**src/common/uad_pkg.sv**
```systemverilog
package uad_pkg;
   // register byte addresses
   localparam logic [7:0] ADDR_CTRL = 8'h00;
   localparam logic [7:0] ADDR_STAT = 8'h04;
   localparam logic [7:0] ADDR_DATA = 8'h08;
   localparam logic [7:0] ADDR_BAUD = 8'h0C;
   localparam logic [7:0] ADDR_IRQ = 8'h10;
   localparam logic [7:0] ADDR_MASK = 8'h14;
   // serial_control_reg fields
   localparam int CTRL_RXBIT8 = 2;
   localparam int CTRL_TXBIT8 = 3;
   localparam int CTRL_RXEN = 4;
   localparam int CTRL_MODE_LO = 6;
   // serial_status_reg fields
   localparam int STAT_DBEN = 7;
   localparam int STAT_BAUDSEL = 6;
   localparam int STAT_TXBUSY = 1;
   localparam int STAT_HOLDFULL = 0;
   // irq bits
   localparam int IRQ_TX = 0;
   localparam int IRQ_RX = 1;
   localparam logic [7:0] CTRL_RESET = 8'h00;
   localparam logic [15:0] BAUD_RESET = 16'h0010;
   localparam logic [15:0] T1_RELOAD = 16'h0020;
   localparam logic [3:0] MODE0_DIV = 4'hF;
   localparam logic [1:0] RESP_OKAY = 2'h0;
   localparam logic [1:0] RESP_SLVERR = 2'h2;
   typedef struct packed {
      logic [8:0] data;
   } uad_char_t;
   typedef enum logic [3:0] {
      ST_IDLE = 4'h1,
      ST_START = 4'h2,
      ST_BITS = 4'h4,
      ST_STOP = 4'h8
   } uad_state_t;
endpackage : uad_pkg

```
**src/hw/uad_top.sv**
```systemverilog
// The AXI4-Lite register port and the placing of the registers were chosen for this implementation.
`timescale 1ns/100ps
// Summary of operation
// - 10-bit mode frame: low start, 8 data LSB first, high stop.
// - 10-bit mode receive stores stop bit into rx_ninth_bit.
// - 10-bit mode rate from timer 1 overflow or baud generator.
// - 11-bit mode frame: start, 8 data, ninth bit, stop.
// - 11-bit mode transmit sends tx_ninth_bit as ninth bit.
// - double_buffer_enable clear gives a single-buffered transmitter.
// - double buffering accepts a write while previous character shifts.
// - double buffering raises transmit interrupt when holding buffer frees.
// - single buffer uses tx_ninth_bit value present when shifted out.
// - double buffering captures tx_ninth_bit with data on write.
// - mode 0 shifts 8 bits via receive pin, transmit pin clocks.
module uad_top import uad_pkg::*; (
   input wire logic core_clk,
   input wire logic rst_b,
   input wire logic [7:0] awaddr,
   input wire logic awvalid,
   output logic awready,
   input wire logic [31:0] wdata,
   input wire logic [3:0] wstrb,
   input wire logic wvalid,
   output logic wready,
   output logic [1:0] bresp,
   output logic bvalid,
   input wire logic bready,
   input wire logic [7:0] araddr,
   input wire logic arvalid,
   output logic arready,
   output logic [31:0] rdata,
   output logic [1:0] rresp,
   output logic rvalid,
   input wire logic rready,
   input wire logic rxdIn,
   output logic rxdOut,
   output logic rxdOe_b,
   output logic txdOut,
   input wire logic timer1Ovf,
   output logic irq
);
   logic [7:0] ctrl_q, stat_q;
   logic [15:0] baud_q, brgCnt_q;
   logic [1:0] irqSt_q, mask_q;
   logic awHave_q, wHave_q;
   logic [7:0] awAddr_q;
   logic [31:0] wData_q;
   logic [3:0] wStrb_q;
   logic wrGo, dataWr;
   logic [1:0] mode;
   logic tick, rxTick;
   uad_char_t hold_q, txSh_q;
   logic holdFull_q;
   uad_state_t txSt_q, rxSt_q;
   logic [3:0] txBit_q, txPh_q, rxBit_q;
   logic [8:0] rxSh_q;
   logic [7:0] rxBuf_q;
   logic txDone, rxDone, txStartEv;
   logic t1Tog_q;

   assign mode = ctrl_q[CTRL_MODE_LO+1 -: 2];
   assign wrGo = awHave_q && wHave_q && !bvalid;
   assign dataWr = wrGo && awAddr_q == ADDR_DATA && wStrb_q[0];

   // write channel: address and data taken in either order
   always_ff @(posedge core_clk or negedge rst_b) begin
      if (!rst_b) begin
         awHave_q <= 1'b0;
         wHave_q <= 1'b0;
         awAddr_q <= 8'h00;
         wData_q <= 32'h0000_0000;
         wStrb_q <= 4'h0;
         awready <= 1'b0;
         wready <= 1'b0;
         bvalid <= 1'b0;
         bresp <= RESP_OKAY;
      end else begin
         awready <= !awHave_q && !awready && awvalid;
         wready <= !wHave_q && !wready && wvalid;
         if (awready && awvalid) begin
            awHave_q <= 1'b1;
            awAddr_q <= awaddr;
         end
         if (wready && wvalid) begin
            wHave_q <= 1'b1;
            wData_q <= wdata;
            wStrb_q <= wstrb;
         end
         if (wrGo) begin
            awHave_q <= 1'b0;
            wHave_q <= 1'b0;
            bvalid <= 1'b1;
            if (awAddr_q > ADDR_MASK || awAddr_q[1:0] != 2'h0) begin
               bresp <= RESP_SLVERR;
            end else begin
               bresp <= RESP_OKAY;
            end
         end else if (bvalid && bready) begin
            bvalid <= 1'b0;
         end
      end
   end

   // read channel
   always_ff @(posedge core_clk or negedge rst_b) begin
      if (!rst_b) begin
         arready <= 1'b0;
         rvalid <= 1'b0;
         rdata <= 32'h0000_0000;
         rresp <= RESP_OKAY;
      end else begin
         arready <= !arready && !rvalid && arvalid;
         if (arready && arvalid) begin
            rvalid <= 1'b1;
            rresp <= RESP_OKAY;
            rdata <= 32'h0000_0000;
            if (araddr == ADDR_CTRL) begin
               rdata[7:0] <= ctrl_q;
            end else if (araddr == ADDR_STAT) begin
               rdata[7:0] <= {stat_q[7:6], 4'h0, txSt_q != ST_IDLE, holdFull_q};
            end else if (araddr == ADDR_DATA) begin
               rdata[7:0] <= rxBuf_q;
            end else if (araddr == ADDR_BAUD) begin
               rdata[15:0] <= baud_q;
            end else if (araddr == ADDR_IRQ) begin
               rdata[1:0] <= irqSt_q;
            end else if (araddr == ADDR_MASK) begin
               rdata[1:0] <= mask_q;
            end else begin
               rresp <= RESP_SLVERR;
            end
         end else if (rvalid && rready) begin
            rvalid <= 1'b0;
         end
      end
   end

   // software registers; rx_ninth_bit is hardware-owned
   always_ff @(posedge core_clk or negedge rst_b) begin
      if (!rst_b) begin
         ctrl_q <= CTRL_RESET;
         stat_q <= 8'h00;
         baud_q <= BAUD_RESET;
         mask_q <= 2'h0;
      end else begin
         if (wrGo && wStrb_q[0]) begin
            if (awAddr_q == ADDR_CTRL) begin
               ctrl_q <= {wData_q[7:3], ctrl_q[CTRL_RXBIT8], wData_q[1:0]};
            end else if (awAddr_q == ADDR_STAT) begin
               stat_q <= {wData_q[7] && mode != 2'h0, wData_q[6], 6'h00};
            end else if (awAddr_q == ADDR_MASK) begin
               mask_q <= wData_q[1:0];
            end
         end
         if (wrGo && awAddr_q == ADDR_BAUD && wStrb_q[1:0] == 2'h3) begin
            baud_q <= wData_q[15:0];
         end
         if (rxDone) begin
            ctrl_q[CTRL_RXBIT8] <= rxSh_q[8];
         end
      end
   end

   // bit clock: timer 1 overflow or dedicated generator
   always_ff @(posedge core_clk or negedge rst_b) begin
      if (!rst_b) begin
         brgCnt_q <= 16'h0000;
         t1Tog_q <= 1'b0;
      end else begin
         t1Tog_q <= timer1Ovf;
         if (brgCnt_q == 16'h0000) begin
            brgCnt_q <= stat_q[STAT_BAUDSEL] ? T1_RELOAD : baud_q;
         end else begin
            brgCnt_q <= brgCnt_q - 16'h0001;
         end
      end
   end
   assign tick = mode == 2'h0 ? 1'b1 :
                 stat_q[STAT_BAUDSEL] ? (timer1Ovf && !t1Tog_q) : brgCnt_q == 16'h0000;
   assign rxTick = tick;

   // holding buffer with ninth bit captured on write
   always_ff @(posedge core_clk or negedge rst_b) begin
      if (!rst_b) begin
         hold_q <= '0;
         holdFull_q <= 1'b0;
      end else begin
         if (dataWr && (stat_q[STAT_DBEN] || txSt_q == ST_IDLE) && !holdFull_q) begin
            hold_q.data <= {ctrl_q[CTRL_TXBIT8], wData_q[7:0]};
            holdFull_q <= 1'b1;
         end else if (txStartEv) begin
            holdFull_q <= 1'b0;
         end
      end
   end
   // frames start on a bit tick so the start bit gets a full bit period
   assign txStartEv = holdFull_q && txSt_q == ST_IDLE && tick;

   // transmitter
   always_ff @(posedge core_clk or negedge rst_b) begin
      if (!rst_b) begin
         txSt_q <= ST_IDLE;
         txSh_q <= '0;
         txBit_q <= 4'h0;
         txPh_q <= 4'h0;
         txdOut <= 1'b1;
         rxdOut <= 1'b1;
      end else begin
         case (txSt_q)
            ST_IDLE: begin
               txdOut <= 1'b1;
               if (txStartEv) begin
                  txSh_q <= hold_q;
                  txBit_q <= 4'h0;
                  txPh_q <= 4'h0;
                  txSt_q <= mode == 2'h0 ? ST_BITS : ST_START;
               end
            end
            ST_START: begin
               txdOut <= 1'b0;
               if (tick) begin
                  txSt_q <= ST_BITS;
               end
            end
            ST_BITS: begin
               if (mode == 2'h0) begin
                  // data on receive pin, clock on transmit pin
                  txPh_q <= txPh_q + 4'h1;
                  txdOut <= txPh_q[3];
                  rxdOut <= txSh_q.data[txBit_q[2:0]];
                  if (txPh_q == MODE0_DIV) begin
                     txBit_q <= txBit_q + 4'h1;
                     if (txBit_q == 4'h7) begin
                        txSt_q <= ST_IDLE;
                     end
                  end
               end else begin
                  if (txBit_q == 4'h8 && !stat_q[STAT_DBEN]) begin
                     txdOut <= ctrl_q[CTRL_TXBIT8];
                  end else begin
                     txdOut <= txSh_q.data[txBit_q];
                  end
                  if (tick) begin
                     txBit_q <= txBit_q + 4'h1;
                     if (txBit_q == (mode == 2'h1 ? 4'h7 : 4'h8)) begin
                        txSt_q <= ST_STOP;
                     end
                  end
               end
            end
            ST_STOP: begin
               txdOut <= 1'b1;
               if (tick) begin
                  txSt_q <= ST_IDLE;
               end
            end
            default: txSt_q <= ST_IDLE;
         endcase
      end
   end
   assign txDone = (txSt_q == ST_STOP && tick) ||
                   (txSt_q == ST_BITS && mode == 2'h0 && txPh_q == MODE0_DIV && txBit_q == 4'h7);

   // receiver, sampling once per bit tick
   always_ff @(posedge core_clk or negedge rst_b) begin
      if (!rst_b) begin
         rxSt_q <= ST_IDLE;
         rxSh_q <= 9'h000;
         rxBit_q <= 4'h0;
         rxBuf_q <= 8'h00;
         rxdOe_b <= 1'b1;
      end else begin
         rxdOe_b <= !(mode == 2'h0 && txSt_q == ST_BITS);
         case (rxSt_q)
            ST_IDLE: begin
               if (ctrl_q[CTRL_RXEN] && mode != 2'h0 && rxTick && !rxdIn) begin
                  rxSt_q <= ST_BITS;
                  rxBit_q <= 4'h0;
               end
            end
            ST_BITS: begin
               if (rxTick) begin
                  rxSh_q <= {rxdIn, rxSh_q[8:1]};
                  rxBit_q <= rxBit_q + 4'h1;
                  // nine samples: eight data bits, then stop bit or ninth bit
                  if (rxBit_q == 4'h8) begin
                     rxSt_q <= ST_STOP;
                  end
               end
            end
            ST_STOP: begin
               rxBuf_q <= rxSh_q[7:0];
               rxSt_q <= ST_IDLE;
            end
            default: rxSt_q <= ST_IDLE;
         endcase
      end
   end
   assign rxDone = rxSt_q == ST_STOP;

   // sticky interrupts, write one to clear, set wins
   always_ff @(posedge core_clk or negedge rst_b) begin
      if (!rst_b) begin
         irqSt_q <= 2'h0;
         irq <= 1'b0;
      end else begin
         for (int i = 0; i < 2; i++) begin
            if (wrGo && awAddr_q == ADDR_IRQ && wStrb_q[0] && wData_q[i]) begin
               irqSt_q[i] <= 1'b0;
            end
         end
         // tx event timing by buffering mode
         if (stat_q[STAT_DBEN] ? txStartEv : txDone) begin
            irqSt_q[IRQ_TX] <= 1'b1;
         end
         if (rxDone) begin
            irqSt_q[IRQ_RX] <= 1'b1;
         end
         irq <= |(irqSt_q & mask_q);
      end
   end
endmodule : uad_top

```
**config.mk**
```make
export PLATFORM = sky130hd
export DESIGN_NAME = uad_top
export DESIGN_NICKNAME = d
export VERILOG_FILES = /design/src/common/uad_pkg.sv /design/src/hw/uad_top.sv
export SDC_FILE = /design/constraint.sdc
export NUM_CORES = 1
export LEC_CHECK = 0
export ABC_AREA = 0
export BUFFER_PORTS_ARGS = -buffer_cell sky130_fd_sc_hd__buf_2
export CAP_MARGIN = 25
export CORE_MARGIN = 3
export CORE_UTILIZATION = 40
export CTS_BUF_LIST = sky130_fd_sc_hd__clkbuf_4
export CTS_CLUSTER_DIAMETER = 100
export CTS_CLUSTER_SIZE = 28
export DETAILED_ROUTE_END_ITERATION = 16
export PLACE_DENSITY_LB_ADDON = 0.08
export SYNTH_ARGS = -nofsm -noshare
export SYNTH_HDL_FRONTEND = slang
export SYNTH_SLANG_ARGS = --single-unit
```
**constraint.sdc**
```tcl
create_clock -name core_clk -period 2.25 [get_ports core_clk]
set_input_delay 0.225 -clock core_clk [delete_from_list [all_inputs] [get_ports core_clk]]
set_output_delay 0.225 -clock core_clk [all_outputs]
set_load 0.1 [all_outputs]
```
==> run summary, run 1 <==
==========================================================================================
Outcome ..................................................................... finished, final reports clean
Crit-path max cell delay ....................................................      0.63 ns
Max IR drop VDD .............................................................     436.6 uV
Top-level I/O count .........................................................          106
Combinational cell fraction of total power ..................................        26.9%
Worst setup slack before clock tree synthesis ...............................   0.02590 ns
Total wirelength of the detailed-routed design ..............................     16.20 mm
Reg-to-reg critical path startpoint .........................................    txSt_q[0]
Power density of the placed cells ........................................... 900.1 mW/mm^2
Layout area overhead ........................................................       19.31%
Effective utilization at floorplan ..........................................       41.57%
Final-layout setup total negative slack .....................................         0 ns
Clock Sinks .................................................................          157
Remaining DRCs ..............................................................            0
Reg-to-reg critical path endpoint ...........................................    txSh_q[4]
Slew at the pin closest to its max-slew limit ...............................    0.5300 ns
Switching power summed over all nets ........................................     2.805 mW
Number of flip-flops and latches in the synthesized netlist .................          157
Cell area after synthesis ................................................... 0.007316 mm^2
Remaining antenna violation count ...........................................            0
Flop pwr share ..............................................................        50.7%
Fraction of layout instances using a drive strength above 1 .................       32.40%
Number of antenna violations at the first check in global routing ...........            0
Synth async-reset ratio .....................................................       100.0%
WL per Instance .............................................................     16.56 um
Min-Delay Path Depth ........................................................            5
Last weighted congestion value of the routability-driven placer .............       0.8226
Leakage power total .........................................................     4.091 nW
Slack of the worst reg-to-reg path ..........................................      0.08 ns
Synth area leaders .......................................................... sky130_fd_sc_hd__dfrtp_1, sky130_fd_sc_hd__mux2_2, sky130_fd_sc_hd__a21oi_1
Clock edge transition at the registers on the reported setup and hold paths .      0.13 ns
Global routing usage summed across all routing layers .......................       16.96%
Number of violations reported at the end of detailed-routing iteration 0 ....          189
Largest area contributor in the synthesized netlist ......................... sky130_fd_sc_hd__dfrtp_1
Clk Latency, worst-skew pair ................................................      0.56 ns
Residual overflow from global routing .......................................            0
Buffers & Inverters on Critical Path ........................................            1
Worst endpoint required time ................................................      2.70 ns
Switch share ................................................................       35.71%
Post-Synthesis Mean Instance Area ...........................................   12.01 um^2
Pin count of the biggest net entering global routing ........................           51
Final critical-path setup slack .............................................   0.08211 ns
Internal cell power .........................................................     5.051 mW
Area after DPL .............................................................. 0.008034 mm^2
Via-to-Cell Ratio ...........................................................        5.203
Clk buf depth ...............................................................            2
Die Span X ..................................................................     141.2 um
Drt first pass iters ........................................................            5
Die height ..................................................................     141.2 um
Critical path data arrival time .............................................      2.62 ns
Sequential share of the synthesized area ....................................       53.81%
Critical path capture point type ............................................     register
Clock Power Share ...........................................................        22.3%
Worst reg2reg path depth ....................................................            5
Top_reg_cell synth .......................................................... sky130_fd_sc_hd__dfrtp_1
Global-route wire length before repair ......................................     26.72 mm
Placed cell count ...........................................................          908
Design Area, Final .......................................................... 0.008728 mm^2
Fraction of the cycle the final worst path needs ............................       96.35%
Warnings from Yosys .........................................................            0
Die area .................................................................... 0.01995 mm^2
Kind of start point of the critical path ....................................     register
Highest attainable clock frequency ..........................................    461.3 MHz
Hold crit path type ......................................................... input pin to register
Min Tclk post-route .........................................................     2.168 ns
Standard cell with the maximum stage delay on the critical path ............. sky130_fd_sc_hd__dfstp_2
Antenna fix cells ...........................................................            0
Detail Placement HPWL .......................................................     11.85 mm
WHS Endpoint ................................................................     rresp[1]
Port-buffer cells ...........................................................           69
Portion of synthesized cell area occupied by the leading cell type ..........       51.65%
Max transition margin .......................................................       64.17%
Post-synth EDFFs ............................................................            0
Via count of the first global-routing pass ..................................         5145
Total power .................................................................     7.856 mW
Startpoint of the most critical hold path ...................................    araddr[6]
Worst Setup Path Type ....................................................... register to register
Leading cell types by count after synthesis ................................. sky130_fd_sc_hd__dfrtp_1, sky130_fd_sc_hd__mux2_2, sky130_fd_sc_hd__nand2_1, sky130_fd_sc_hd__nor2_1, sky130_fd_sc_hd__a21oi_1
Peak fanout along the critical path .........................................           17
Clock buffer count from CTS .................................................           17
Root buffer cell ............................................................ sky130_fd_sc_hd__clkbuf_4
Number of rows in the core area .............................................           48
Dominant cell by count in the synthesized netlist ........................... sky130_fd_sc_hd__dfrtp_1
CTS tree ....................................................................          yes
Critical path's top delay family ............................................   flip-flops
Total count of hold-check failures in the final report ......................            0
Unrepaired setup endpoints after global routing .............................           no
Final setup violating endpoints .............................................            0
Instance count of the mapped netlist ........................................          609
Core Region ................................................................. 0.01760 mm^2
Number of nets in the layout ................................................          807
Count of different cell masters after synthesis .............................           78
Via Count ...................................................................         5089
Final Slew Violations .......................................................            0
Chain of cells forming the critical path .................................... nor4b_4, o211ai_1, a21oi_4, buf_12, mux2_2
Post-Layout Cell Count ......................................................          978
Count of maximum capacitance violations .....................................            0
Setup clock skew after layout ...............................................   0.02090 ns
H-Tree Level Count ..........................................................            4
==========================================================================================
## power groups by stage
stage          combinational [mW]  sequential, mW  clock, mW
2_1_floorplan                1.35            4.06          0
3_3_place_gp                 2.00            4.00          0
3_5_place_dp                 2.05            4.03          0
4_1_cts                      2.11            3.97       1.83
5_1_grt                      2.32            4.06       1.96
6_report                     2.12            3.99       1.75
## cell type report
class | instances | area [um^2]
fillers | 1635 | 8869
flip-flops and latches | 157 | 3938
multi-input cells | 413 | 3163
repair buffers | 136 | 999.7
well taps | 225 | 281.5
clock inverters | 13 | 147.6
clock buffers | 19 | 142.6
inverters | 15 | 56.30
## per-layer routing
layer / part of all wire, % / vias up / GRT usage (%)
li1: - / 2444 / -
met1: 47 / 2530 / 22.70
met2: 48 / 100 / 27.72
met3: 3.6 / 15 / 3.664
met4: 1.2 / 0 / 5.201
met5: 0 / - / 0
## sequential cells by signal (all words and copies together), names as in the netlist, 2 cells and up
register  cells
baud_q       16
brgCnt_q     16
rdata        16
wData_q      16
hold_q        9
rxSh_q        9
txSh_q        9
awAddr_q      8
ctrl_q        8
rxBuf_q       8
rxBit_q       4
txBit_q       4
txPh_q        4
txSt_q        4
rxSt_q        3
irqSt_q       2
mask_q        2
stat_q        2
wStrb_q       2
## stage by stage
stage,hold slack [ns],util (%)
floorplan,-0.07059,-
global placement,0.1928,45.66
detailed placement,0.1954,45.66
CTS,0.03051,49.47
global route,0.06678,49.60
finish,0.08486,49.60
## how the worst max path moves through the flow
stage | startpoint | cells after the start | endpoint
CTS | txSt_q[0] | 5 | txSh_q[1]
detailed placement | txSt_q[0] | 5 | txSh_q[1]
global route | txSt_q[0] | 5 | txSh_q[0]
floorplan | bvalid | 5 | hold_q[0]
global placement | txSt_q[0] | 5 | txSh_q[3]
finish | txSt_q[0] | 5 | txSh_q[4]
## what timing repair did
action	4_1_cts	5_1_grt
setup endpoints to repair	0	9
setup buffers	0	0
gates resized for setup	0	4
hold buffers	38	0
hold endpoints to repair	165	0
## cell families (layout without fill, tap and decap cells)
family,count (synthesis),after routing,share of synthesized area [%]
simple gates,161,161,12.71
flops,157,157,53.81
fa+ha+maj,6,6,1.026
mux,102,102,16.18
buf+inv,56,183,4.156
other cells,1,18,0.05126
xor+xnor,13,13,1.556
compound gates,113,113,10.52
## worst register-to-register path, cell delays in order (launching register included)
cell                       delay, ns
sky130_fd_sc_hd__dfstp_2        0.63
sky130_fd_sc_hd__nor4b_4        0.48
sky130_fd_sc_hd__o211ai_1       0.25
sky130_fd_sc_hd__a21oi_4        0.21
sky130_fd_sc_hd__buf_12         0.17
sky130_fd_sc_hd__mux2_2         0.35
## cells in the final DEF (no fill, tap or decap), drive strengths merged, types with 18 or more instances in the layout
master and n:
a21oi 37, conb 18, buf 98, dfrtp 151, o21ai 21, mux2 90
dlygate4sd3 38, nand2 38, clkbuf 19, nor2 39
Note: power is estimated with default switching activity, not from simulation.
==> inputs of run 2 (changes only) <==
--- a/config.mk
+++ b/config.mk
@@ -9,7 +9,7 @@
 export BUFFER_PORTS_ARGS = -buffer_cell sky130_fd_sc_hd__buf_2
 export CAP_MARGIN = 25
 export CORE_MARGIN = 3
-export CORE_UTILIZATION = 40
+export CORE_UTILIZATION = 38
 export CTS_BUF_LIST = sky130_fd_sc_hd__clkbuf_4
 export CTS_CLUSTER_DIAMETER = 100
 export CTS_CLUSTER_SIZE = 28
@@ -18,3 +18,4 @@
 export SYNTH_ARGS = -nofsm -noshare
 export SYNTH_HDL_FRONTEND = slang
 export SYNTH_SLANG_ARGS = --single-unit
+export TNS_END_PERCENT = 1
==> run summary, run 2 (synthesis results as in run 1) <==
==========================================================================================
Clock buffer count from CTS .................................................           17   unchanged
Total area of multi-input combinational cells ............................... 0.003139 mm^2   -0.75%
Pin count of the biggest net entering global routing ........................           60   +18%
Detail Placement HPWL .......................................................     11.95 mm   +0.82%
Remaining antenna violation count ...........................................            0   unchanged
Via count of the first global-routing pass ..................................         5123   -0.43%
Number of violations reported at the end of detailed-routing iteration 0 ....          265   +40%
Commonest cells after routing, fill and taps aside .......................... sky130_fd_sc_hd__dfrtp_1, sky130_fd_sc_hd__mux2_2, sky130_fd_sc_hd__buf_2
Wire length on met3 .........................................................       568 um   -2.2%
WL per Instance .............................................................     16.37 um   -1.2%
Clk buf depth ...............................................................            2   unchanged
Clk Latency, worst-skew pair ................................................      0.55 ns   about the same
Drt first pass iters ........................................................            4   -1
Reg-to-reg critical path endpoint ...........................................    txSt_q[3]
Number of buffers inserted for hold repair after clock tree synthesis .......           34   -11%
Leakage power total .........................................................     4.061 nW   -0.74%
Fraction of layout instances using a drive strength above 1 .................       33.02%   +0.62 points
Number of gates resized after CTS ...........................................            0   unchanged
Worst setup slack before clock tree synthesis ...............................    0.1651 ns   +0.1392 ns
Number of nets in the layout ................................................          802   -0.62%
Total wirelength of the detailed-routed design ..............................     16.52 mm   +2.0%
Worst reg2reg path depth ....................................................            5   unchanged
Critical path data arrival time .............................................      2.55 ns   -0.07 ns
Global-route wire length before repair ......................................     26.68 mm   -0.18%
Critical path capture point type ............................................     register
Hold crit path type ......................................................... input pin to register
Number of rows in the core area .............................................           50   +4.2%
Setup clock skew after layout ...............................................   0.02454 ns   +0.003644 ns
Min Tclk post-route .........................................................     2.098 ns   -0.07002 ns
Max IR drop VDD .............................................................     411.8 uV   -5.7%
CTS tree ....................................................................          yes
Highest attainable clock frequency ..........................................    476.7 MHz   +3.3%
Last weighted congestion value of the routability-driven placer .............       0.8448   +2.7%
Unrepaired setup endpoints after global routing .............................           no
Startpoint of the worst setup timing path ...................................    stat_q[6]
Routed wl met2 ..............................................................     7.837 mm   +0.20%
Core Region ................................................................. 0.01883 mm^2   +7.0%
Remaining DRCs ..............................................................            0   unchanged
Die height ..................................................................     144.8 um   +2.5%
Max transition margin .......................................................       60.50%   -3.7 points
Post-CTS Setup Bufs .........................................................            0   unchanged
Root buffer cell ............................................................ sky130_fd_sc_hd__clkbuf_4
Total count of hold-check failures in the final report ......................            0   unchanged
Min-Delay Path Depth ........................................................            4   -1
Slew at the pin closest to its max-slew limit ...............................    0.5911 ns   +0.06109 ns
Final setup violating endpoints .............................................            0   unchanged
Final Slew Violations .......................................................            0   unchanged
Die area .................................................................... 0.02095 mm^2   +5.0%
Port-buffer cells ...........................................................           69   unchanged
Count of maximum capacitance violations .....................................            0   unchanged
Top-level I/O count .........................................................          106   unchanged
Clock Sinks .................................................................          157   unchanged
Power density of the placed cells ........................................... 874.2 mW/mm^2   -2.9%
Reg area .................................................................... 0.003938 mm^2   unchanged
Die Span X ..................................................................     144.8 um   +2.5%
Clock edge transition at the registers on the reported setup and hold paths .      0.14 ns   about the same
Max Used Layer ..............................................................         met4
Filler cells ................................................................         1788   +9.4%
Via Count ...................................................................         5076   -0.26%
H-Tree Level Count ..........................................................            4   unchanged
Worst setup endpoint ........................................................    txSt_q[3]
Effective utilization at floorplan ..........................................       38.85%   -2.7 points
Worst endpoint required time ................................................      2.70 ns   about the same
Reg-to-reg critical path startpoint .........................................    stat_q[6]
Number of antenna violations at the first check in global routing ...........            1   +1
Global routing usage summed across all routing layers .......................       16.36%   -0.60 points
Kind of start point of the critical path ....................................     register
Final-layout setup total negative slack .....................................         0 ns   unchanged
Via-to-Cell Ratio ...........................................................        5.031   -3.3%
Most common cell after layout, fill and taps aside .......................... sky130_fd_sc_hd__dfrtp_1
Layout area overhead ........................................................       18.30%
Routed met1 length ..........................................................     7.849 mm   +3.3%
Final critical-path setup slack .............................................    0.1521 ns   +0.07002 ns
Residual overflow from global routing .......................................            0   unchanged
Outcome ..................................................................... finished, final reports clean
Worst Setup Path Type ....................................................... register to register
Slack of the worst reg-to-reg path ..........................................      0.15 ns   +0.07 ns
Peak fanout along the critical path .........................................            8   -9
Fraction of the cycle the final worst path needs ............................       93.24%   -3.1 points
==========================================================================================
==> run 2: worst min-delay path by stage <==
stage | startpoint | endpoint | slack (ns)
after floorplan | rst_b | arready | -0.07
after global placement | rst_b | rxBuf_q[2] | 0.21
after detailed placement | rst_b | rvalid | 0.22
after CTS | araddr[5] | rdata[0] | 0.02
after global routing | araddr[5] | rdata[0] | 0.07
final | araddr[7] | rdata[0] | 0.08
==> run 2: stage by stage <==
stage                     power (mW)  utilization (%)  hold slack, ns  area [um^2]  cells
after floorplan                5.410                -        -0.07059         7381    626
after global placement         6.008            42.86          0.2139         8070    942
after detailed placement       6.076            42.86          0.2213         8070    942
after CTS                      7.676            45.95         0.01746         8652   1008
after global routing           8.038            45.96         0.06706         8655   1009
final                          7.566            45.96         0.08366         8655   1009
==> run 2: routing by layer <==
metal,global-route usage [%],vias to the layer above
met5,0,-
met4,4.909,0
met3,3.451,20
met2,25.95,96
met1,22.68,2525
li1,-,2435
==> run 2: power breakdown <==
part	internal [mW]	switching [mW]
registers	3.35	0.601
clock network	0.454	1.07
logic	0.908	1.18
==> run 2: area by class of cell <==
cell class,instances,area share (%)
repair buffers,131,11.00
clock inverters,15,1.316
diodes,1,0.02891
well taps,260,3.759
clock buffers,17,1.475
multi-input cells,413,36.27
flip-flops and latches,157,45.50
inverters,15,0.6506
==> run 2: worst max-delay path, cell delays in order, from the launching register on <==
cell	delay, ns
sky130_fd_sc_hd__dfrtp_1	0.53
sky130_fd_sc_hd__and3b_1	0.28
sky130_fd_sc_hd__nor2_1	0.37
sky130_fd_sc_hd__a21oi_1	0.19
sky130_fd_sc_hd__o22ai_1	0.28
sky130_fd_sc_hd__mux2_2	0.37
